$ cat config.mk
export PLATFORM = sky130hd
export DESIGN_NAME = irpc_timer
export DESIGN_NICKNAME = d
export VERILOG_FILES = /design/src/inc/irpc_pkg.sv /design/src/core/irpc_timer.sv /design/src/core/irpc_glitch_filter.sv
export SDC_FILE = /design/constraint.sdc
export NUM_CORES = 1
export LEC_CHECK = 0
export BUFFER_PORTS_ARGS = -buffer_cell sky130_fd_sc_hd__buf_2
export CAP_MARGIN = 5
export CORE_MARGIN = 2
export CORE_UTILIZATION = 50
export CTS_CLUSTER_DIAMETER = 200
export DETAILED_ROUTE_END_ITERATION = 10
export GPL_TIMING_DRIVEN = 0
export PLACE_DENSITY = 0.7
export SYNTH_ARGS = -nofsm -noshare
export SYNTH_HDL_FRONTEND = slang
export SYNTH_HIERARCHICAL = 1
export SYNTH_SLANG_ARGS = --single-unit
$ cat constraint.sdc
create_clock -name clock -period 5 [get_ports clock]
set_input_delay 0.5 -clock clock [delete_from_list [all_inputs] [get_ports clock]]
set_output_delay 0.5 -clock clock [all_outputs]
set_load 0.01 [all_outputs]
$ cat src/inc/irpc_pkg.sv
// package for the ir pulse counter/timer pair: register map, fields, codes, bus carriers
// assumes a 40 MHz system clock and an AXI4-Lite master with 32-bit data
package irpc_pkg;

  localparam int REG_CNT = 12;
  localparam int AW = 6;
  localparam int CLK_HZ = 40000000;

  // register indices; byte address is four times the index
  localparam logic [3:0] IDX_SCTRL = 4'h0;
  localparam logic [3:0] IDX_SHCTRL = 4'h1;
  localparam logic [3:0] IDX_LCTRL = 4'h2;
  localparam logic [3:0] IDX_HOLE = 4'h3;
  localparam logic [3:0] IDX_SLOW = 4'h4;
  localparam logic [3:0] IDX_SHIGH = 4'h5;
  localparam logic [3:0] IDX_LLOW = 4'h6;
  localparam logic [3:0] IDX_LHIGH = 4'h7;
  localparam logic [3:0] IDX_SRISE = 4'h8;
  localparam logic [3:0] IDX_SFALL = 4'h9;
  localparam logic [3:0] IDX_LCAPLO = 4'ha;
  localparam logic [3:0] IDX_LCAPHI = 4'hb;

  // counter control bits
  localparam int BIT_EN = 7;
  localparam int BIT_SINGLE = 6;
  localparam int BIT_TO = 5;
  localparam int CLK_HI = 4;
  localparam int CLK_LO = 3;
  localparam int BIT_CAPMSK = 2;
  localparam int BIT_TOMSK = 1;
  localparam int BIT_PIN = 0;
  // shared control bits
  localparam int BIT_MODE = 7;
  localparam int BIT_SEL = 6;
  localparam int LOG_HI = 5;
  localparam int LOG_LO = 4;
  localparam int SUB_HI = 3;
  localparam int SUB_LO = 2;
  localparam int BIT_RISE = 1;
  localparam int BIT_FALL = 0;

  localparam logic [7:0] RST_BYTE = 8'h00;
  localparam logic [7:0] ONES8 = 8'hff;
  localparam logic [7:0] ONE8 = 8'h01;
  localparam logic [15:0] ONES16 = 16'hffff;
  localparam logic [15:0] ONE16 = 16'h0001;

  localparam logic [1:0] SUB_NORMAL = 2'h0;
  localparam logic [1:0] SUB_PING = 2'h1;
  localparam logic [1:0] EDGE_FALL = 2'h0;
  localparam logic [1:0] EDGE_RISE = 2'h1;
  localparam logic [1:0] EDGE_BOTH = 2'h2;
  localparam logic [1:0] LOG_AND = 2'h0;
  localparam logic [1:0] LOG_OR = 2'h1;
  localparam logic [1:0] LOG_NOR = 2'h2;
  localparam logic [1:0] DIV1 = 2'h0;
  localparam logic [1:0] DIV2 = 2'h1;
  localparam logic [1:0] DIV4 = 2'h2;
  localparam logic [1:0] FILT_NONE = 2'h0;
  localparam logic [1:0] FILT_4 = 2'h1;
  localparam logic [1:0] FILT_8 = 2'h2;
  localparam logic [4:0] F_W0 = 5'h00;
  localparam logic [4:0] F_W4 = 5'h04;
  localparam logic [4:0] F_W8 = 5'h08;
  localparam logic [4:0] F_W16 = 5'h10;
  localparam logic [1:0] RESP_OKAY = 2'h0;
  localparam logic [1:0] RESP_SLVERR = 2'h2;

  typedef enum logic [1:0] {
    ST_IDLE = 2'b00,
    ST_ARM = 2'b01,
    ST_RUN = 2'b10
  } irpc_state_type;

  typedef struct packed {
    logic awvalid;
    logic [AW-1:0] awaddr;
    logic wvalid;
    logic [31:0] wdata;
    logic [3:0] wstrb;
    logic bready;
    logic arvalid;
    logic [AW-1:0] araddr;
    logic rready;
  } irpc_axi_req_type;

  typedef struct packed {
    logic awready;
    logic wready;
    logic [1:0] bresp;
    logic bvalid;
    logic arready;
    logic [31:0] rdata;
    logic [1:0] rresp;
    logic rvalid;
  } irpc_axi_rsp_type;

  typedef struct packed {
    logic shortOut;
    logic shortSel;
    logic longOut;
    logic longSel;
    logic combOut;
    logic combSel;
    logic irqShort;
    logic irqLong;
  } irpc_pins_type;

endpackage : irpc_pkg

$ cat src/core/irpc_timer.sv
// ir pulse counter/timer pair: 8-bit short counter, 16-bit long counter, AXI4-Lite registers
// assumes synchronous pin inputs, one clock, software keeps to the documented write order
//
// Summary of operation
// RQ1: filtered selected pin gives one pulse per edge of chosen polarity
// RQ2: input pulses narrower than the chosen glitch width are discarded
// RQ3: disabled short counter in transmit drives inverse of its initial level
// RQ4: enabling short counter drives initial level, loads low or high hold
// RQ5: single pass: count to zero, stop, toggle, set time-out, request interrupt
// RQ6: modulo-N: toggle and reload each terminal, flag once per low/high cycle
// RQ7: hold values only take effect at the next reload
// RQ8: short count of one forbidden; zero wraps to ff without time-out
// RQ9: stop and flag clears act one prescaled tick after the write
// RQ10: short demodulation starts counting at the first qualifying edge
// RQ11: later edges capture inverted count into rise/fall register, flag, reload
// RQ12: short demodulation zero sets time-out and keeps counting from ff
// RQ13: long output inverse of initial level when idle; submodes 10/11 force it
// RQ14: enabling long counter loads upper*256+lower, drives initial level
// RQ15: long zero toggles output, flags, then stops or reloads by mode
// RQ16: long count of one forbidden; zero wraps to ffff without time-out
// RQ17: long demodulation first edge captures, reloads and starts counting
// RQ18: with edge-ignore clear, each edge captures inverted count, flags, reloads
// RQ19: edge-ignore set: short time-out snapshots count; 0 then 1 rearms once
// RQ20: long demodulation zero sets time-out and continues from ffff
// RQ21: ping-pong: each counter stops itself and starts the other at terminal
// RQ22: software stops both, sets single pass and ping-pong, then enables one
// RQ23: glitch width selectable as none, 4, 8 or 16 clocks
// RQ24: each counter ticks at clock divided by 1, 2, 4 or 8
// RQ25: combined output is AND, OR, NOR or NAND of both outputs
// RQ26: time-out and edge flags clear only by writing one
// RQ27: enabled counters decrement once per tick and hold while disabled
module irpc_timer
  import irpc_pkg::*;
(
  // clocking
  input wire logic clock,
  input wire logic rstn,
  input wire logic clkEn,
  // register bus
  input wire irpc_axi_req_type axiReq,
  output irpc_axi_rsp_type axiRsp,
  // pins
  input wire logic demodPinA,
  input wire logic demodPinB,
  output irpc_pins_type pins
);

  ////////////////////////////////////////////////////////////////////////////////
  logic [7:0] ctrl0_q, ctrl1_q, ctrl2_q;
  logic [7:0] sLow_q, sHigh_q, lLow_q, lHigh_q, sRise_q, sFall_q;
  logic [15:0] lCap_q, lCnt_q;
  logic [7:0] sCnt_q;
  logic sOut_q, lOut_q, prevLvl_q;
  irpc_state_type sState_q, lState_q;
  logic [2:0] div_q;
  logic sStart_q, sStop_q, sClr_q, lStart_q, lStop_q, lClr_q;
  logic [1:0] eClr_q;
  irpc_axi_rsp_type rsp_q;
  irpc_pins_type pins_q;
  logic [REG_CNT-1:0] wrHit;
  logic [7:0] wrData, rdByte;
  logic rdOk, wrOk;
  logic fLvl, riseE, fallE, edgeAny, demod;
  logic sTick, lTick, sRun, lRun, sTo, lTo, sCap, lCap, lArm, lSnap;
  logic [1:0] sub;

  function automatic logic tickOf(input logic [1:0] sel, input logic [2:0] d);
    case (sel)
      DIV1: tickOf = 1'b1;
      DIV2: tickOf = d[0];
      DIV4: tickOf = &d[1:0];
      default: tickOf = &d;
    endcase
  endfunction : tickOf

  ////////////////////////////////////////////////////////////////////////////////
  // bus slave: address and data are taken together, answer one cycle later

  assign wrData = axiReq.wdata[7:0];
  assign wrOk = axiReq.awaddr[AW-1:2] < 4'(REG_CNT) && axiReq.awaddr[AW-1:2] != IDX_HOLE;

  always_comb begin
    if (!rsp_q.awready || !axiReq.wstrb[0] || !wrOk) begin
      wrHit = '0;
    end else begin
      wrHit = REG_CNT'(1) << axiReq.awaddr[AW-1:2];
    end
  end

  always_comb begin
    rdOk = 1'b1;
    if (axiReq.araddr[AW-1:2] == IDX_SCTRL) rdByte = ctrl0_q;
    else if (axiReq.araddr[AW-1:2] == IDX_SHCTRL) rdByte = ctrl1_q;
    else if (axiReq.araddr[AW-1:2] == IDX_LCTRL) rdByte = ctrl2_q;
    else if (axiReq.araddr[AW-1:2] == IDX_SLOW) rdByte = sLow_q;
    else if (axiReq.araddr[AW-1:2] == IDX_SHIGH) rdByte = sHigh_q;
    else if (axiReq.araddr[AW-1:2] == IDX_LLOW) rdByte = lLow_q;
    else if (axiReq.araddr[AW-1:2] == IDX_LHIGH) rdByte = lHigh_q;
    else if (axiReq.araddr[AW-1:2] == IDX_SRISE) rdByte = sRise_q;
    else if (axiReq.araddr[AW-1:2] == IDX_SFALL) rdByte = sFall_q;
    else if (axiReq.araddr[AW-1:2] == IDX_LCAPLO) rdByte = lCap_q[7:0];
    else if (axiReq.araddr[AW-1:2] == IDX_LCAPHI) rdByte = lCap_q[15:8];
    else begin
      rdByte = RST_BYTE;
      rdOk = 1'b0;
    end
  end

  always_ff @(posedge clock or negedge rstn) begin
    if (!rstn) begin
      rsp_q <= '0;
    end else if (clkEn) begin
      rsp_q.awready <= axiReq.awvalid & axiReq.wvalid & ~rsp_q.awready & ~rsp_q.bvalid;
      rsp_q.wready <= axiReq.awvalid & axiReq.wvalid & ~rsp_q.awready & ~rsp_q.bvalid;
      if (rsp_q.awready) begin
        rsp_q.bvalid <= 1'b1;
        rsp_q.bresp <= wrOk ? RESP_OKAY : RESP_SLVERR;
      end else if (axiReq.bready) begin
        rsp_q.bvalid <= 1'b0;
      end
      rsp_q.arready <= axiReq.arvalid & ~rsp_q.arready & ~rsp_q.rvalid;
      if (rsp_q.arready) begin
        rsp_q.rvalid <= 1'b1;
        rsp_q.rdata <= {24'h000000, rdByte};
        rsp_q.rresp <= rdOk ? RESP_OKAY : RESP_SLVERR;
      end else if (axiReq.rready) begin
        rsp_q.rvalid <= 1'b0;
      end
    end
  end

  assign axiRsp = rsp_q;

  ////////////////////////////////////////////////////////////////////////////////
  // input path, prescaler and event terms

  assign demod = ctrl1_q[BIT_MODE];
  assign sub = ctrl1_q[SUB_HI:SUB_LO];

  irpc_glitch_filter irpc_glitch_filter_inst (
    .clock(clock),
    .rstn(rstn),
    .clkEn(clkEn),
    .din(ctrl1_q[BIT_SEL] ? demodPinB : demodPinA),
    .widthSel(demod ? sub : FILT_NONE),
    .dout(fLvl)
  );

  // polarity code 11 is reserved and detects nothing [RQ1]
  assign riseE = fLvl & ~prevLvl_q & (ctrl1_q[LOG_HI:LOG_LO] inside {EDGE_RISE, EDGE_BOTH});
  assign fallE = ~fLvl & prevLvl_q & (ctrl1_q[LOG_HI:LOG_LO] inside {EDGE_FALL, EDGE_BOTH});
  assign edgeAny = demod & (riseE | fallE);

  assign sTick = tickOf(ctrl0_q[CLK_HI:CLK_LO], div_q); // [RQ24]
  assign lTick = tickOf(ctrl2_q[CLK_HI:CLK_LO], div_q); // [RQ24]
  assign sRun = sTick & sState_q == ST_RUN & ~sStop_q & ~sStart_q;
  assign lRun = lTick & lState_q == ST_RUN & ~lStop_q & ~lStart_q;
  assign sCap = edgeAny & sState_q == ST_RUN;
  assign lCap = edgeAny & lState_q == ST_RUN & ~ctrl2_q[BIT_SINGLE];
  assign lArm = edgeAny & lState_q == ST_ARM;
  // only the count reaching zero from one is a time-out, never the wrap [RQ8] [RQ16]
  assign sTo = sRun & ~sCap & sCnt_q == ONE8
    & (demod | ctrl0_q[BIT_SINGLE] | (sOut_q ^ ctrl1_q[BIT_RISE])); // [RQ5] [RQ6] [RQ12]
  assign lTo = lRun & ~lCap & ~lArm & lCnt_q == ONE16; // [RQ15] [RQ20]
  assign lSnap = demod & sTo & lState_q == ST_RUN & ctrl2_q[BIT_SINGLE]; // [RQ19]

  always_ff @(posedge clock or negedge rstn) begin
    if (!rstn) begin
      div_q <= 3'h0;
      prevLvl_q <= 1'b0;
    end else if (clkEn) begin
      div_q <= div_q + 3'h1;
      prevLvl_q <= fLvl;
    end
  end

  // hold registers are only copied into a counter on a load [RQ7]
  always_ff @(posedge clock or negedge rstn) begin
    if (!rstn) begin
      {sLow_q, sHigh_q, lLow_q, lHigh_q} <= {4{RST_BYTE}};
    end else if (clkEn) begin
      if (wrHit[IDX_SLOW]) sLow_q <= wrData;
      if (wrHit[IDX_SHIGH]) sHigh_q <= wrData;
      if (wrHit[IDX_LLOW]) lLow_q <= wrData;
      if (wrHit[IDX_LHIGH]) lHigh_q <= wrData;
    end
  end

  ////////////////////////////////////////////////////////////////////////////////
  // shared control; in demodulation its low bits are the edge flags

  always_ff @(posedge clock or negedge rstn) begin
    if (!rstn) begin
      ctrl1_q <= RST_BYTE;
      eClr_q <= 2'h0;
    end else if (clkEn) begin
      if (sTick) begin
        ctrl1_q[BIT_RISE:BIT_FALL] <= ctrl1_q[BIT_RISE:BIT_FALL] & ~eClr_q; // [RQ9]
        eClr_q <= 2'h0;
      end
      if (wrHit[IDX_SHCTRL]) begin
        ctrl1_q[BIT_MODE:SUB_LO] <= wrData[BIT_MODE:SUB_LO];
        if (!wrData[BIT_MODE]) ctrl1_q[BIT_RISE:BIT_FALL] <= wrData[BIT_RISE:BIT_FALL];
        else eClr_q <= wrData[BIT_RISE:BIT_FALL]; // [RQ26]
      end
      // a captured edge beats a pending clear
      if (sCap | lCap) begin
        if (riseE) ctrl1_q[BIT_RISE] <= 1'b1; // [RQ11] [RQ18]
        if (fallE) ctrl1_q[BIT_FALL] <= 1'b1; // [RQ11] [RQ18]
      end
    end
  end

  ////////////////////////////////////////////////////////////////////////////////
  // short counter

  always_ff @(posedge clock or negedge rstn) begin
    if (!rstn) begin
      ctrl0_q <= RST_BYTE;
      sCnt_q <= RST_BYTE;
      sOut_q <= 1'b0;
      sState_q <= ST_IDLE;
      {sStart_q, sStop_q, sClr_q} <= 3'h0;
      {sRise_q, sFall_q} <= {2{RST_BYTE}};
    end else if (clkEn) begin
      if (!demod && sState_q == ST_IDLE) sOut_q <= ~ctrl1_q[BIT_RISE]; // [RQ3]
      if (sTick) begin
        {sStart_q, sStop_q, sClr_q} <= 3'h0;
        if (sClr_q) ctrl0_q[BIT_TO] <= 1'b0; // [RQ9] [RQ26]
        if (sStop_q) begin
          ctrl0_q[BIT_EN] <= 1'b0; // [RQ9]
          sState_q <= ST_IDLE;
        end else if (sStart_q) begin
          ctrl0_q[BIT_EN] <= 1'b1;
          sState_q <= demod ? ST_ARM : ST_RUN; // [RQ10]
          sOut_q <= ctrl1_q[BIT_RISE]; // [RQ4]
          sCnt_q <= ctrl1_q[BIT_RISE] ? sHigh_q : sLow_q; // [RQ4]
        end else if (sState_q == ST_RUN) begin
          sCnt_q <= sCnt_q - ONE8; // [RQ27] [RQ12]
          if (sCnt_q == ONE8 && !demod) begin
            sOut_q <= ~sOut_q; // [RQ5] [RQ6]
            if (ctrl0_q[BIT_SINGLE]) begin
              ctrl0_q[BIT_EN] <= 1'b0; // [RQ5] [RQ21]
              sState_q <= ST_IDLE;
            end else begin
              sCnt_q <= sOut_q ? sLow_q : sHigh_q; // [RQ6]
            end
          end
        end
      end
      if (wrHit[IDX_SCTRL]) begin
        ctrl0_q[BIT_SINGLE] <= wrData[BIT_SINGLE];
        ctrl0_q[CLK_HI:BIT_PIN] <= wrData[CLK_HI:BIT_PIN];
        sStart_q <= wrData[BIT_EN] & sState_q == ST_IDLE;
        sStop_q <= ~wrData[BIT_EN];
        sClr_q <= wrData[BIT_TO];
      end
      if (lTo && !demod && sub == SUB_PING) sStart_q <= 1'b1; // [RQ21]
      if (edgeAny && sState_q == ST_ARM) begin
        sState_q <= ST_RUN; // [RQ10]
        sCnt_q <= ONES8;
      end
      if (sCap) begin
        sCnt_q <= ONES8; // [RQ11]
        if (riseE) sRise_q <= ~sCnt_q; // [RQ11]
        else sFall_q <= ~sCnt_q; // [RQ11]
      end
      if (sTo) ctrl0_q[BIT_TO] <= 1'b1; // [RQ5] [RQ12] [RQ26]
    end
  end

  ////////////////////////////////////////////////////////////////////////////////
  // long counter

  always_ff @(posedge clock or negedge rstn) begin
    if (!rstn) begin
      ctrl2_q <= RST_BYTE;
      lCnt_q <= ONES16;
      lOut_q <= 1'b0;
      lState_q <= ST_IDLE;
      {lStart_q, lStop_q, lClr_q} <= 3'h0;
      lCap_q <= ONES16;
    end else if (clkEn) begin
      if (!demod && lState_q == ST_IDLE) lOut_q <= ~ctrl1_q[BIT_FALL]; // [RQ13]
      if (lTick) begin
        {lStart_q, lStop_q, lClr_q} <= 3'h0;
        if (lClr_q) ctrl2_q[BIT_TO] <= 1'b0; // [RQ9] [RQ26]
        if (lStop_q) begin
          ctrl2_q[BIT_EN] <= 1'b0; // [RQ9]
          lState_q <= ST_IDLE;
        end else if (lStart_q) begin
          ctrl2_q[BIT_EN] <= 1'b1;
          lState_q <= demod ? ST_ARM : ST_RUN; // [RQ17]
          lOut_q <= ctrl1_q[BIT_FALL]; // [RQ14]
          lCnt_q <= {lHigh_q, lLow_q}; // [RQ14]
        end else if (lState_q == ST_RUN) begin
          lCnt_q <= lCnt_q - ONE16; // [RQ27] [RQ20]
          if (lCnt_q == ONE16 && !demod) begin
            if (!sub[1]) lOut_q <= ~lOut_q; // [RQ15]
            if (ctrl2_q[BIT_SINGLE]) begin
              ctrl2_q[BIT_EN] <= 1'b0; // [RQ15] [RQ21]
              lState_q <= ST_IDLE;
            end else begin
              lCnt_q <= {lHigh_q, lLow_q}; // [RQ15]
            end
          end
        end
      end
      if (wrHit[IDX_LCTRL]) begin
        ctrl2_q[BIT_SINGLE] <= wrData[BIT_SINGLE];
        ctrl2_q[CLK_HI:BIT_PIN] <= wrData[CLK_HI:BIT_PIN];
        lStart_q <= wrData[BIT_EN] & lState_q == ST_IDLE;
        lStop_q <= ~wrData[BIT_EN];
        lClr_q <= wrData[BIT_TO];
        // clearing then setting the ignore bit rearms one capture [RQ19]
        if (demod && lState_q == ST_RUN && wrData[BIT_SINGLE] && !ctrl2_q[BIT_SINGLE])
          lState_q <= ST_ARM;
      end
      if (sTo && !demod && sub == SUB_PING) lStart_q <= 1'b1; // [RQ21]
      if (lArm || lCap) begin
        lState_q <= ST_RUN; // [RQ17] [RQ18]
        lCnt_q <= ONES16;
        lCap_q <= ~lCnt_q; // [RQ17] [RQ18]
      end
      if (lSnap) lCap_q <= ~lCnt_q; // [RQ19]
      if (lTo) ctrl2_q[BIT_TO] <= 1'b1; // [RQ15] [RQ20] [RQ26]
      if (!demod && sub[1]) lOut_q <= sub[0]; // [RQ13]
    end
  end

  ////////////////////////////////////////////////////////////////////////////////
  // pins: every output is registered, so they trail internal state by one cycle

  always_ff @(posedge clock or negedge rstn) begin
    if (!rstn) begin
      pins_q <= '0;
    end else if (clkEn) begin
      pins_q.shortOut <= sOut_q;
      pins_q.shortSel <= ctrl0_q[BIT_PIN];
      pins_q.longOut <= lOut_q;
      pins_q.longSel <= ctrl2_q[BIT_PIN];
      pins_q.combSel <= ctrl1_q[BIT_SEL] & ~demod;
      case (ctrl1_q[LOG_HI:LOG_LO])
        LOG_AND: pins_q.combOut <= ~demod & (sOut_q & lOut_q); // [RQ25]
        LOG_OR: pins_q.combOut <= ~demod & (sOut_q | lOut_q); // [RQ25]
        LOG_NOR: pins_q.combOut <= ~demod & ~(sOut_q | lOut_q); // [RQ25]
        default: pins_q.combOut <= ~demod & ~(sOut_q & lOut_q); // [RQ25]
      endcase
      pins_q.irqShort <= (sTo & ctrl0_q[BIT_TOMSK]) | (sCap & ctrl0_q[BIT_CAPMSK]); // [RQ5]
      pins_q.irqLong <= (lTo & ctrl2_q[BIT_TOMSK])
        | ((lCap | lSnap) & ctrl2_q[BIT_CAPMSK]); // [RQ15] [RQ18] [RQ19]
    end
  end

  assign pins = pins_q;

  ////////////////////////////////////////////////////////////////////////////////

  edge_single_a: assert property (@(posedge clock) disable iff (!rstn) // [RQ1]
    (clkEn && riseE) |-> !fallE ##1 (!riseE || !clkEn))
    else $error("edge pulse lasted more than one cycle");

  idle_short_a: assert property (@(posedge clock) disable iff (!rstn) // [RQ3]
    (clkEn && !demod && sState_q == ST_IDLE && !sStart_q) |=> sOut_q == !$past(ctrl1_q[BIT_RISE]))
    else $error("idle short output not inverse of initial level");

  wrap_quiet_a: assert property (@(posedge clock) disable iff (!rstn) // [RQ8]
    (clkEn && sRun && sCnt_q == RST_BYTE && !sCap)
    |=> sCnt_q == ONES8 && !$rose(ctrl0_q[BIT_TO]))
    else $error("wrap from zero raised a time-out");

  timeout_set_a: assert property (@(posedge clock) disable iff (!rstn) // [RQ5]
    (clkEn && sTo) |=> ctrl0_q[BIT_TO] ##1 (ctrl0_q[BIT_TO] || $past(sClr_q)))
    else $error("time-out flag not set");

  capture_value_a: assert property (@(posedge clock) disable iff (!rstn) // [RQ11]
    (clkEn && sCap && riseE) |=> sRise_q == ~$past(sCnt_q) && sCnt_q == ONES8)
    else $error("short capture or reload wrong");

  modulo_reload_a: assert property (@(posedge clock) disable iff (!rstn) // [RQ6]
    (clkEn && sRun && !demod && !ctrl0_q[BIT_SINGLE] && sCnt_q == ONE8 && !sOut_q)
    |=> sCnt_q == $past(sHigh_q) && sOut_q)
    else $error("modulo reload took wrong hold value");

  force_long_a: assert property (@(posedge clock) disable iff (!rstn) // [RQ13]
    (clkEn && !demod && sub[1]) |=> lOut_q == $past(sub[0]))
    else $error("forced long output wrong");

  long_capture_a: assert property (@(posedge clock) disable iff (!rstn) // [RQ18]
    (clkEn && lCap) |=> lCap_q == ~$past(lCnt_q) && lCnt_q == ONES16)
    else $error("long capture or reload wrong");

  ping_handoff_a: assert property (@(posedge clock) disable iff (!rstn) // [RQ21]
    (clkEn && sTo && !demod && sub == SUB_PING && ctrl0_q[BIT_SINGLE]) |=> lStart_q)
    else $error("ping-pong did not hand over");

endmodule : irpc_timer

$ cat src/core/irpc_glitch_filter.sv
// glitch filter: the output follows the input only after it has held steady long enough
// assumes the input is synchronous to clock
module irpc_glitch_filter
  import irpc_pkg::*;
(
  // clocking
  input wire logic clock,
  input wire logic rstn,
  input wire logic clkEn,
  // level in and out
  input wire logic din,
  input wire logic [1:0] widthSel,
  output logic dout
);

  logic [4:0] limit;
  logic [4:0] cnt_q;
  logic dout_q;

  always_comb begin
    case (widthSel)
      FILT_NONE: limit = F_W0;
      FILT_4: limit = F_W4;
      FILT_8: limit = F_W8;
      default: limit = F_W16;
    endcase
  end

  // a pulse shorter than limit cycles never reaches the output [RQ2] [RQ23]
  always_ff @(posedge clock or negedge rstn) begin
    if (!rstn) begin
      cnt_q <= 5'h00;
      dout_q <= 1'b0;
    end else if (clkEn) begin
      if (din == dout_q) begin
        cnt_q <= 5'h00;
      end else if (cnt_q + 5'h01 >= limit) begin
        cnt_q <= 5'h00;
        dout_q <= din;
      end else begin
        cnt_q <= cnt_q + 5'h01;
      end
    end
  end

  assign dout = dout_q;

  glitch_hold_a: assert property (@(posedge clock) disable iff (!rstn) // [RQ2]
    (clkEn && din != dout_q && cnt_q + 5'h01 < limit) |=> $stable(dout_q))
    else $error("filter passed a short pulse");

endmodule : irpc_glitch_filter

## Word level (Yosys, flattened, before mapping)

Cells that the tools add are included.

- Register bits: 160
- Latch bits: 0
- Memory bits (writable): 0
- Bits in read-only memories: 0
- Bits of input ports: 58
- Output and inout port bits: 49
- Word-level logic and storage cells: 367
- Memories kept: 0

- $add $sub $neg: 4
- $mul: 0
- Divide/modulo/power cells: 0
- $lt $le $gt $ge: 2
- Eq/ne operators: 29
- Shifts and indexed selects: 1
- Multiplexer cells: 122
- Bitwise gates (word level): 78
- Reduce and logical (&&, ||, !) cells: 84

Operator list:

| kind | count |
|---|---|
| $mux 8 | 22 |
| $mux 16 | 9 |
| $mux 1 | 58 |
| $mux 2 | 27 |
| $and 1x1->1 | 41 |
| $reduce_and 2->1 | 17 |
| $reduce_bool 3->1 | 10 |
| $reduce_bool 2->1 | 13 |
| $not 1->1 | 24 |
| $reduce_and 3->1 | 6 |
| $eq 16x1->1 const B | 1 |
| $eq 4x3->1 const B | 4 |
| $eq 4x4->1 const B | 4 |
| $not 16->16 | 1 |
| $reduce_bool 4->1 | 4 |
| $sub 16x1->16 const B | 1 |
| $pmux 5 s3 | 1 |
| $reduce_and 5->1 | 3 |
| $eq 2x1->1 const B | 7 |
| $logic_and 1x1->1 | 14 |
| $eq 2x2->1 const B | 6 |
| $logic_not 2->1 | 6 |
| $mux 5 | 2 |
| $pmux 1 s3 | 3 |
| other kinds (22) | 36 |

## Logic depth before layout (Yosys ltp)

Gate-level depths: netlist (run 1).

- Word-level depth: 16
- Mapped depth: 9
- Gate-level depth less buffers: 8

## Hierarchy

Netlist (run 1), hierarchy kept.

Modules (own cells, without submodules):

| module | times used | cells an instance | area each (µm²) | sequential area each (µm²) |
|---|---|---|---|---|
| irpc_timer | 1 | 887 | 8684.6 | 3843.7 |
| irpc_glitch_filter | 1 | 36 | 395.4 | 150.1 |

## Worst setup path after synthesis (run 1)

No wires, ideal clock.

- Path type: flip-flop to flip-flop
- Start: register div_q[0]
- End: register lCap_q[11]
- Library setup time: 0.085 ns
- Arrival: 2.349 ns
- Data required time: 4.915 ns
- Path slack: 2.566 ns
- Cell stages (with the launch flop): 10
- Buffers on the path: 1
- Clock period less this slack: 2.434 ns
- Cells stage by stage: dfrtp_1 -> ha_1 -> ha_1 -> mux2i_1 -> a22o_1 -> nor4_2 -> nand4_1 -> a21oi_2 -> buf_4 -> mux2_1

- Longest elaborated chain between the ends: 13
- Elaborated cells on any way between the ends: 15
- Classes of those cells: mux (2); bitwise (9); reduce/logical (4)

Ends and longest elaborated chain:

| element | line | RTL |
|---|---|---|
| start: declaration | irpc_timer.sv:55 | `logic [2:0] div_q;` |
| start signal: assignment | irpc_timer.sv:172 | `div_q <= div_q + 3'h1;` |
| $reduce_and 3->1 or $reduce_and 2->1 (tied branches) | irpc_timer.sv:72, irpc_timer.sv:71 |  |
| $pmux 1 s3 * | irpc_timer.sv:68 | `case (sel)` |
| $and 1x1->1 * (3 in series) | irpc_timer.sv:156 | `assign sRun = sTick & sState_q == ST_RUN & ~sStop_q & ~sStart_q;` |
| $and 1x1->1 * (2 in series) | irpc_timer.sv:162 | `assign sTo = sRun & ~sCap & sCnt_q == ONE8` |
| $and 1x1->1 * | irpc_timer.sv:163 | `& (demod \| ctrl0_q[BIT_SINGLE] \| (sOut_q ^ ctrl1_q[BIT_RISE]));` |
| $and 1x1->1 * (3 in series) | irpc_timer.sv:165 | `assign lSnap = demod & sTo & lState_q == ST_RUN & ctrl2_q[BIT_SINGLE];` |
| $reduce_bool 2->1 (no source line) | n/a |  |
| $reduce_and 2->1 (no source line) | n/a |  |
| end signal: assignment | irpc_timer.sv:323 | `lCap_q <= ~lCnt_q;` |
| end signal: assignment | irpc_timer.sv:325 | `if (lSnap) lCap_q <= ~lCnt_q;` |
| end: declaration | irpc_timer.sv:51 | `logic [15:0] lCap_q, lCnt_q;` |

Mark *: on every way between the ends. The rest lies on a longest branch, timed or not.
A chain may end at the register's enable or synchronous reset.

## Worst setup path after layout (run 1)

- Start: register ctrl1_q[4]
- End: register lCap_q[8]

- Longest elaborated chain between the ends: 15
- Elaborated cells on any way between the ends: 24
- Classes of those cells: eq/ne (2); mux (1); bitwise (15); reduce/logical (6)

Ends and longest elaborated chain:

| element | line | RTL |
|---|---|---|
| start: declaration | irpc_timer.sv:49 | `logic [7:0] ctrl0_q, ctrl1_q, ctrl2_q;` |
| start signal: indexed assignment | irpc_timer.sv:198 | `ctrl1_q[BIT_RISE:BIT_FALL] <= ctrl1_q[BIT_RISE:BIT_FALL] & ~eClr_q;` |
| start signal: indexed assignment | irpc_timer.sv:202 | `ctrl1_q[BIT_MODE:SUB_LO] <= wrData[BIT_MODE:SUB_LO];` |
| start signal: indexed assignment | irpc_timer.sv:203 | `if (!wrData[BIT_MODE]) ctrl1_q[BIT_RISE:BIT_FALL] <= wrData[BIT_RISE:BIT_FALL];` |
| $eq 2x1->1, or another cell as far along | irpc_timer.sv:150 | `assign riseE = fLvl & ~prevLvl_q & (ctrl1_q[LOG_HI:LOG_LO] inside {EDGE_RISE, EDGE_BOTH});` |
| $reduce_bool 2->1, on equally long branches | irpc_timer.sv:150, irpc_timer.sv:151 |  |
| $and 1x1->1, on equally long branches | irpc_timer.sv:150, irpc_timer.sv:151 |  |
| $or 1x1->1 * | irpc_timer.sv:152 | `assign edgeAny = demod & (riseE \| fallE);` |
| $and 1x1->1 * | irpc_timer.sv:152 |  |
| $and 1x1->1 | irpc_timer.sv:158 | `assign sCap = edgeAny & sState_q == ST_RUN;` |
| $not 1->1 | irpc_timer.sv:162 |  |
| $and 1x1->1 (2 in series) | irpc_timer.sv:162 |  |
| $and 1x1->1 | irpc_timer.sv:163 |  |
| $and 1x1->1 (3 in series) | irpc_timer.sv:165 |  |
| $reduce_bool 2->1 (no source line) | n/a |  |
| $reduce_and 2->1 (no source line) | n/a |  |

Marks and branches as above.

==> metrics.md, run 1 <==
| Metric | Value |
|---|---|
| Core area | `between 15000 and 20000 sq um` |
| Cell type with the largest total area after synthesis | `sky130_fd_sc_hd__dfrtp_1` |
| Setup repair after global routing missed its margin | `no` |
| Lkg Pwr | `4.67 nW` |
| Critical-path top delay cell | `sky130_fd_sc_hd__a21oi_2` |
| Non-filler cells in the finished layout | `around 1.3k` |
| PwrDens | `around 370 nW/um^2` |
| Highest-utilization routing layer at the global route stage | `met2` |
| Delay of the slowest cell on the worst path | `approximately 0.58 ns` |
| Post-synth design cell area | `between 9000 and 10000 sq um` |
| Overall routed net length | `26500 microns` |
| Clock sink total | `158` |
| Peak ir drop on the vdd network | `around 0.37 mV` |
| Filler cell count in the final layout | `1589` |
| Number of enable-type register cells in the synthesized netlist | `0` |
| Max-slew violations | `0` |
| Maximum root-to-sink buffer count | `2` |
| Fraction of layout cells with a size suffix above 1 | `0.205` |
| Setup violations, final | `0` |
| Number of top-level design ports | `about 110` |
| Clock edge transition at the registers on the reported setup and hold paths | `about 0.07 ns` |
| Rows | `just under 50` |
| Count of antenna diodes in the layout | `0` |
| Flops & latches, synth | `~160` |
| Tot GR Track Use | `0.282` |
| First-pass GRT wire length | `about 42000 microns` |
| Gpl congestion | `0.967` |
| Post-detailed-route via-to-cell ratio | `between 6 and 7` |
| Maximum capacitance violations | `0` |
| Fraction of synthesized cell area taken by the top area cell type | `0.347` |
| Starting density of the core | `0.507` |
| Worst EP arrival | `about 3.6 ns` |
| Routed via count | `~7.6k` |
| Final Util | `0.575` |
| Clock latency on the worst-skew pair | `about 0.44 ns` |
| Final net count | `between 1k and 1.5k` |
| Worst slew margin | `0.122` |
| Port Buf Inserts | `47` |
| Critical path class | `reg -> reg` |
| Shortest clock period the worst path allows after layout | `3.23 ns` |
| Final cell area excluding filler cells | `~10000 sq um` |
| Average cell area after synthesis | `9.84 sq um` |
| Share of flip-flops with an asynchronous set or reset | `1.00` |
| Result of the run | `complete, no violations` |
| Number of gates resized after CTS | `0` |
| Detailed-routing iteration count for the pre-antenna-repair pass | `5` |
| Clock H-tree levels | `4` |
| Unique masters post-synth | `just over 80` |
| Die footprint | `19300 sq um` |
| Sequential share of the synthesized area | `0.440` |
| Total of hold buffers inserted after clock tree synthesis | `0` |
| Via count of the first global-routing pass | `between 7k and 8k` |
| Remaining Overflow, GRT | `0` |
| Most common cell after layout, fill and taps aside | `sky130_fd_sc_hd__dfrtp_1` |
| Ordered cell list for the critical path | `inv_1, ha_1, nand3b_1, o21ai_1, nand3_2, a21oi_2, buf_4, mux2_1` |
| CP Capture Type | `flip-flop` |
| Type of origin of the critical path | `flip-flop` |
| Post-route clock period utilization | `0.647` |
| Commonest cells after routing, fill and taps aside | `sky130_fd_sc_hd__dfrtp_1 (126), sky130_fd_sc_hd__nand2_1 (85), sky130_fd_sc_hd__a21oi_1 (55)` |
| Wire length per cell | `~21 microns` |
| Layout overhead on the synthesized area | `13.5%` |
| Met2 global-route usage | `0.435` |
| Total CTS buffers | `17` |
| Clock tree from TritonCTS | `yes` |
| Post-CTS repair timing setup buffer count | `0` |
| Number of instances in the synthesized netlist | `~920` |
| Pin count of the biggest net entering global routing | `between 80 and 90` |
| Maximum fanout along the worst path | `10` |
| Total negative setup slack | `0 ns` |
| Antenna violations before repair | `0` |
| Placed cells | `1225` |
| Main synth FF type | `sky130_fd_sc_hd__dfrtp_1` |
| Width of the die | `139 microns` |
| Post-Place Worst Slack | `1.82 ns` |
| Count of routing violations after the opening detailed-route iteration | `854` |
| Final setup margin | `1.77 ns` |
| Number of failing hold endpoints at the final stage | `0` |
| Least-Margin Pin Slew | `between 1 and 1.5 ns` |
| Grt met3 use | `0.0729` |
| Post-DP Area | `around 10000 sq um` |
| Placed wire-length estimate after detailed placement | `approximately 20000 microns` |
| Timing-limited maximum frequency | `between 300 and 400 MHz` |
| Final ANT Viol Nets | `0` |
| Buffer cell driving the clock tree root | `sky130_fd_sc_hd__clkbuf_16` |
| Type of the worst min-delay path | `in -> async` |
| Worst clock skew | `a little over 0.01 ns` |
| Largest cells by area after synthesis | `sky130_fd_sc_hd__dfrtp_1 (35%), sky130_fd_sc_hd__dfstp_2 (9.3%), sky130_fd_sc_hd__mux2_2 (5.1%), sky130_fd_sc_hd__mux2i_1 (3.9%), sky130_fd_sc_hd__nand2_1 (3.5%)` |
| Req. time, crit path | `5.37 ns` |
| DRC viols | `0` |
| GRT met1 Usage | `0.392` |
| Yosys warns | `6` |
| Chip Height | `139 microns` |
==> per-layer routing <==
| layer | vias up | wire length [microns] |
|---|---|---|
| li1 | 3491 | - |
| met1 | 3696 | 11500 |
| met2 | 362 | 11800 |
| met3 | 68 | 2460 |
| met4 | 0 | 823 |
| met5 | - | 0 |
==> area by class of cell <==
cell class	count	area [sq um]	area share
buffer	77	420	0.0408
tap	229	287	0.0278
clock inverter	14	119	0.0115
timing repair buffer	48	273	0.0265
multi-input combinational	670	4600	0.446
inverter	43	161	0.0157
sequential	158	3990	0.388
clock buffer	18	450	0.0437
==> cell usage after synthesis, types with 9 or more instances <==
master,n
sky130_fd_sc_hd__nand2b_1,13
sky130_fd_sc_hd__a211oi_1,10
sky130_fd_sc_hd__nor3_1,9
sky130_fd_sc_hd__nor2b_1,14
sky130_fd_sc_hd__a22oi_1,9
sky130_fd_sc_hd__o21ai_1,32
sky130_fd_sc_hd__dfstp_2,32
sky130_fd_sc_hd__mux2_2,41
sky130_fd_sc_hd__o21ai_0,42
sky130_fd_sc_hd__dfrtp_1,126
sky130_fd_sc_hd__nand3_1,30
sky130_fd_sc_hd__buf_4,28
sky130_fd_sc_hd__o22ai_1,10
sky130_fd_sc_hd__inv_1,41
sky130_fd_sc_hd__nand2_1,85
sky130_fd_sc_hd__nor2_1,52
sky130_fd_sc_hd__a21oi_1,55
sky130_fd_sc_hd__ha_1,15
sky130_fd_sc_hd__clkbuf_1,39
sky130_fd_sc_hd__mux2i_1,35
sky130_fd_sc_hd__mux2_1,25
==> cells by family after synthesis <==
logic type,share of synthesized area
simple gates,0.152
compound gates,0.179
mux,0.133
buf+inv,0.0641
other cells,0.000413
fa+ha+maj,0.0207
flops,0.440
xor+xnor,0.0116
==> power by group <==
part	total (mW)	leakage [nW]	switching, mW	internal (mW)
clock	1.27	0.283	0.590	0.683
combinational	0.828	2.40	0.476	0.352
sequential	1.67	1.98	0.210	1.46
total	3.77	4.67	1.28	2.49
==> through the flow <==
| step | hold WS [ns] | total power [mW] |
|---|---|---|
| final | 0.00718 | 3.77 |
| after global routing | 0.0648 | 3.96 |
| after detailed placement | 0.467 | 2.50 |
| after CTS | 0.0512 | 3.77 |
| after floorplan | 0.204 | 2.18 |
| after global placement | 0.462 | 2.47 |
==> path summary, 6_finish.rpt <==
kind	slack, ns	endpoint	start	depth (start not counted)
max	1.77	lCap_q[8]	ctrl1_q[4]	8
min	0.007	irpc_glitch_filter_inst/cnt_q[3]	rstn	1
max reg2reg	1.77	lCap_q[8]	ctrl1_q[4]	8
min reg2reg	0.47	lCap_q[10]	lCap_q[10]	2
max in group asynchronous	4.14	lCap_q[3]	rstn	2
min in group clock	0.32	axiRsp[0]	axiReq[0]	4
==> worst max-delay path, delay by kind of cell (launching register included) <==
kind                     cells  cell delay [ns]
adder cells (fa/ha/maj)      1             0.29
AO/OA/AOI/OAI                2             1.03
flip-flops                   1             0.48
multiplexers                 1             0.34
buffers and inverters        2             0.45
AND/OR/NAND/NOR              2             0.56
(Power assumes the default switching activity.)
==> inputs of run 2 (changes only) <==
ABC_AREA = 1   (was not set)
PLACE_DENSITY = 0.73   (was 0.7)
clock period = 2.85 ns   (was 5 ns; I/O delays follow)
==> run 2 against run 1 <==
- clock-buffer cell count increased by 3
- register-to-register slack worse by 1.4 ns
- clock skew grew 0.0019 ns
- critical path depth up 5
- via count grew 12%
- worst hold slack better by 0.083 ns
==> metrics.md, run 2 <==
| Metric | Value |
|---|---|
| Fraction of synthesized cell area in xor and xnor cells | `0.0134 (+0.00184)` |
| Worst clock skew | `0.0120 ns (+0.00193 ns)` |
| Endpoint of the worst hold-timing path | `axiRsp[0]` |
| Dominant combinational cell family by area after synthesis | `simple AND/OR/NAND/NOR gates` |
| Compound-Gate Fraction of Synth Area | `0.131 (-0.0477)` |
| Antenna violations before repair | `1 (+1)` |
| Sequential share of the synthesized area | `0.437 (-0.00289)` |
| Buffer cell driving the clock tree root | `sky130_fd_sc_hd__clkbuf_16` |
| Die footprint | `19400 sq um (+0.64%)` |
| Remaining Overflow, GRT | `0 (unchanged)` |
| Type of origin of the critical path | `flip-flop` |
| Min-delay src | `axiReq[0]` |
| Layout overhead on the synthesized area | `13.6%` |
| Clock tree from TritonCTS | `yes` |
| Width of the die | `139 microns (+0.32%)` |
| Number of enable-type register cells in the synthesized netlist | `0 (unchanged)` |
| Final net count | `1393 (+28%)` |
| Type of the worst min-delay path | `in -> reg` |
| Worst reg2reg path endpoint | `sCnt_q[2]` |
| Clock sink total | `158 (unchanged)` |
| Rows | `49 (unchanged)` |
| Clock latency on the worst-skew pair | `0.43 ns (about the same)` |
| Overall routed net length | `26600 microns (+0.13%)` |
| Setup repair after global routing missed its margin | `no` |
| Most frequent cell after synthesis | `sky130_fd_sc_hd__nand2_1` |
| Final ANT Viol Nets | `0 (unchanged)` |
| Unique masters post-synth | `46 (-45%)` |
| Maximum capacitance violations | `0 (unchanged)` |
| Flops & latches, synth | `158 (unchanged)` |
| Critical path class | `reg -> reg` |
| CP Capture Type | `flip-flop` |
| Final Total Pwr | `8.88 mW (+140%)` |
| Clock edge transition at the registers on the reported setup and hold paths | `0.07 ns (about the same)` |
| Pin count of the biggest net entering global routing | `109 (+35%)` |
| Setup violations, final | `0 (unchanged)` |
| Cell type with the largest total area after synthesis | `sky130_fd_sc_hd__dfrtp_1` |
| Placed wire-length estimate after detailed placement | `19800 microns (+1.3%)` |
| Fraction of synthesized area in multiplexers | `0 (-0.133)` |
| Gpl congestion | `0.959 (-0.84%)` |
| Total negative setup slack | `0 ns (unchanged)` |
| Final Util | `0.578 (+0.00263)` |
| Number of failing hold endpoints at the final stage | `0 (unchanged)` |
| Detailed-routing iteration count for the pre-antenna-repair pass | `5 (unchanged)` |
| Post-Place Worst Slack | `0.477 ns (-1.34 ns)` |
| Fraction of synthesized cell area taken by the top area cell type | `0.345 (-0.00228)` |
| Post-detailed-route via-to-cell ratio | `5.46 (-9.8%)` |
| Timing-limited maximum frequency | `405 MHz (+31%)` |
| Register-to-register path setup slack | `0.38 ns (-1.38 ns)` |
| Worst slew margin | `0.520 (+0.397)` |
| Final setup margin | `0.382 ns (-1.38 ns)` |
| Launch point of the critical path | `ctrl1_q[4]` |
| Commonest cells after routing, fill and taps aside | `sky130_fd_sc_hd__nand2_1 (344), sky130_fd_sc_hd__inv_1 (135), sky130_fd_sc_hd__dfrtp_1 (126)` |
| Starting density of the core | `0.509 (+0.00161)` |
| Number of top-level design ports | `107 (unchanged)` |
| Multi-input gate area | `4320 sq um (-6.0%)` |
| Least-Margin Pin Slew | `0.720 ns (-0.578 ns)` |
| Top cells by count, synth | `sky130_fd_sc_hd__nand2_1 (344), sky130_fd_sc_hd__inv_1 (135), sky130_fd_sc_hd__dfrtp_1 (126), sky130_fd_sc_hd__nor2_1 (108), sky130_fd_sc_hd__o21ai_0 (101)` |
| DRC viols | `0 (unchanged)` |
| Total CTS buffers | `17 (unchanged)` |
| Shortest clock period the worst path allows after layout | `2.47 ns (-0.766 ns)` |
| Post-synthesis share of cell area spent on and, or, nand and nor gates | `0.297 (+0.145)` |
| Number of instances in the synthesized netlist | `1225 (+33%)` |
| Lkg Pwr | `5.16 nW (+11%)` |
| Peak ir drop on the vdd network | `0.539 mV (+47%)` |
| Maximum root-to-sink buffer count | `2 (unchanged)` |
| Count of routing violations after the opening detailed-route iteration | `645 (-24%)` |
| Chip Height | `139 microns (+0.32%)` |
| Register Area | `3990 sq um (unchanged)` |
| Max-slew violations | `0 (unchanged)` |
| Yosys warns | `6 (unchanged)` |
| PwrDens | `855 nW/um^2 (+130%)` |
| Req. time, crit path | `3.20 ns (-2.17 ns)` |
| Maximum fanout along the worst path | `10 (unchanged)` |
| Routed via count | `8541 (+12%)` |
| Filler cell count in the final layout | `1680 (+5.7%)` |
| Largest cells by area after synthesis | `sky130_fd_sc_hd__dfrtp_1 (34%), sky130_fd_sc_hd__nand2_1 (14%), sky130_fd_sc_hd__dfstp_2 (9.2%), sky130_fd_sc_hd__inv_1 (5.5%), sky130_fd_sc_hd__o21ai_0 (5.5%)` |
| Worst hold path cell count | `4` |
| Post-route clock period utilization | `0.866 (+0.219)` |
| Post-synth design cell area | `9140 sq um (+0.66%)` |
| Worst EP arrival | `2.82 ns (-0.78 ns)` |
| Average cell area after synthesis | `7.46 sq um (-24%)` |
| First-pass GRT wire length | `41900 microns (-0.41%)` |
| Clock H-tree levels | `4 (unchanged)` |
| Main synth FF type | `sky130_fd_sc_hd__dfrtp_1` |
| Wire length per cell | `17.0 microns (-19%)` |
| Most common cell after layout, fill and taps aside | `sky130_fd_sc_hd__nand2_1` |
| Adder and majority cell fraction of the synthesized area | `0.0205 (-0.000136)` |
| Worst reg2reg startpoint | `ctrl1_q[4]` |
| Result of the run | `complete, no violations` |
| Worst Reg-to-Reg Cells | `13 (+5)` |
| Port Buf Inserts | `49 (+4.3%)` |
| Core area | `18000 sq um (+0.34%)` |
| Share of flip-flops with an asynchronous set or reset | `1.00 (unchanged)` |
| Tot GR Track Use | `0.277 (-0.00523)` |
| Post-CTS repair timing setup buffer count | `0 (unchanged)` |
| Via count of the first global-routing pass | `7906 (+6.9%)` |
| Fraction of layout cells with a size suffix above 1 | `0.163 (-0.0425)` |
[run 2: changes by cell type in the layout (fill, tap and decap cells not counted), sizes merged, moves of 13 or more]
cell and change:
nor2 +66, nand2 +275, nand4 +20, mux2i -35, mux2 -66, clkbuf -21
nor2b -14, nand3 +62, nand2b -13, o21ai +63, inv +91
[run 2: final cells by class]
cell class	count	share of cell area
Antenna cell	1	0.000241
Buffer	60	0.0366
Clock buffer	21	0.0443
Clock inverter	11	0.0105
Inverter	143	0.0517
Multi-Input combinational cell	889	0.416
Sequential cell	158	0.385
Tap cell	229	0.0276
Timing Repair Buffer	51	0.0282
[run 2: how the worst max path moves through the flow]
stage,to,slack (ns),cells after the start
after detailed placement,sCnt_q[2],0.48,13
after floorplan,lCnt_q[7],1.0,13
after global routing,lCap_q[11],0.24,12
after CTS,sCnt_q[2],0.43,13
final,sCnt_q[2],0.38,13
after global placement,axiRsp[3],-0.92,1
[run 2: repair_timing]
| item | in CTS | in global routing |
|---|---|---|
| hold buffers | 1 | 0 |
| resized for setup | 0 | 0 |
| endpoints found under the hold margin | 31 | 0 |
[run 2: power by group]
group | internal [mW] | total [mW] | switching, mW | leakage, nW
clock network | 1.26 | 2.24 | 0.984 | 0.267
registers | 3.08 | 3.84 | 0.757 | 1.94
logic | 1.02 | 2.80 | 1.77 | 2.96
total | 5.36 | 8.88 | 3.51 | 5.16
[run 2: logic make-up after synthesis]
logic type               Yosys count
adder cells (fa/ha/maj)           15
AO/OA/AOI/OAI                    223
AND/OR/NAND/NOR                  611
buffers and inverters            203
other                              1
flip-flops                       158
XOR/XNOR                          14
[run 2: critical path: stages (launching register included)]
cell	delay, ns
sky130_fd_sc_hd__dfrtp_1	0.43
sky130_fd_sc_hd__inv_1	0.10
sky130_fd_sc_hd__ha_1	0.30
sky130_fd_sc_hd__nand3_2	0.17
sky130_fd_sc_hd__a21oi_2	0.33
sky130_fd_sc_hd__nand2_2	0.13
sky130_fd_sc_hd__inv_2	0.16
sky130_fd_sc_hd__nor2_4	0.09
sky130_fd_sc_hd__nand2_1	0.08
sky130_fd_sc_hd__nand3_2	0.15
sky130_fd_sc_hd__inv_2	0.12
sky130_fd_sc_hd__buf_4	0.16
sky130_fd_sc_hd__nand2_1	0.07
sky130_fd_sc_hd__o21ai_1	0.08
[run 2: layer usage]
metal / GRT usage / vias up / share of wire
met2: 0.439 / 393 / 0.46
met1: 0.370 / 3968 / 0.42
met4: 0.113 / 0 / 0.037
met5: 0 / - / 0
met3: 0.0618 / 71 / 0.084
li1: - / 4109 / -
[run 2: through the flow]
step / cell area (sq um) / std cells / hold slack, ns
after floorplan: 9230 / 1250 / -0.0106
after global placement: 9770 / 1528 / 0.452
after detailed placement: 9800 / 1529 / 0.234
after CTS: 10400 / 1562 / 0.0918
after global routing: 10400 / 1562 / 0.0955
final: 10400 / 1563 / 0.0900
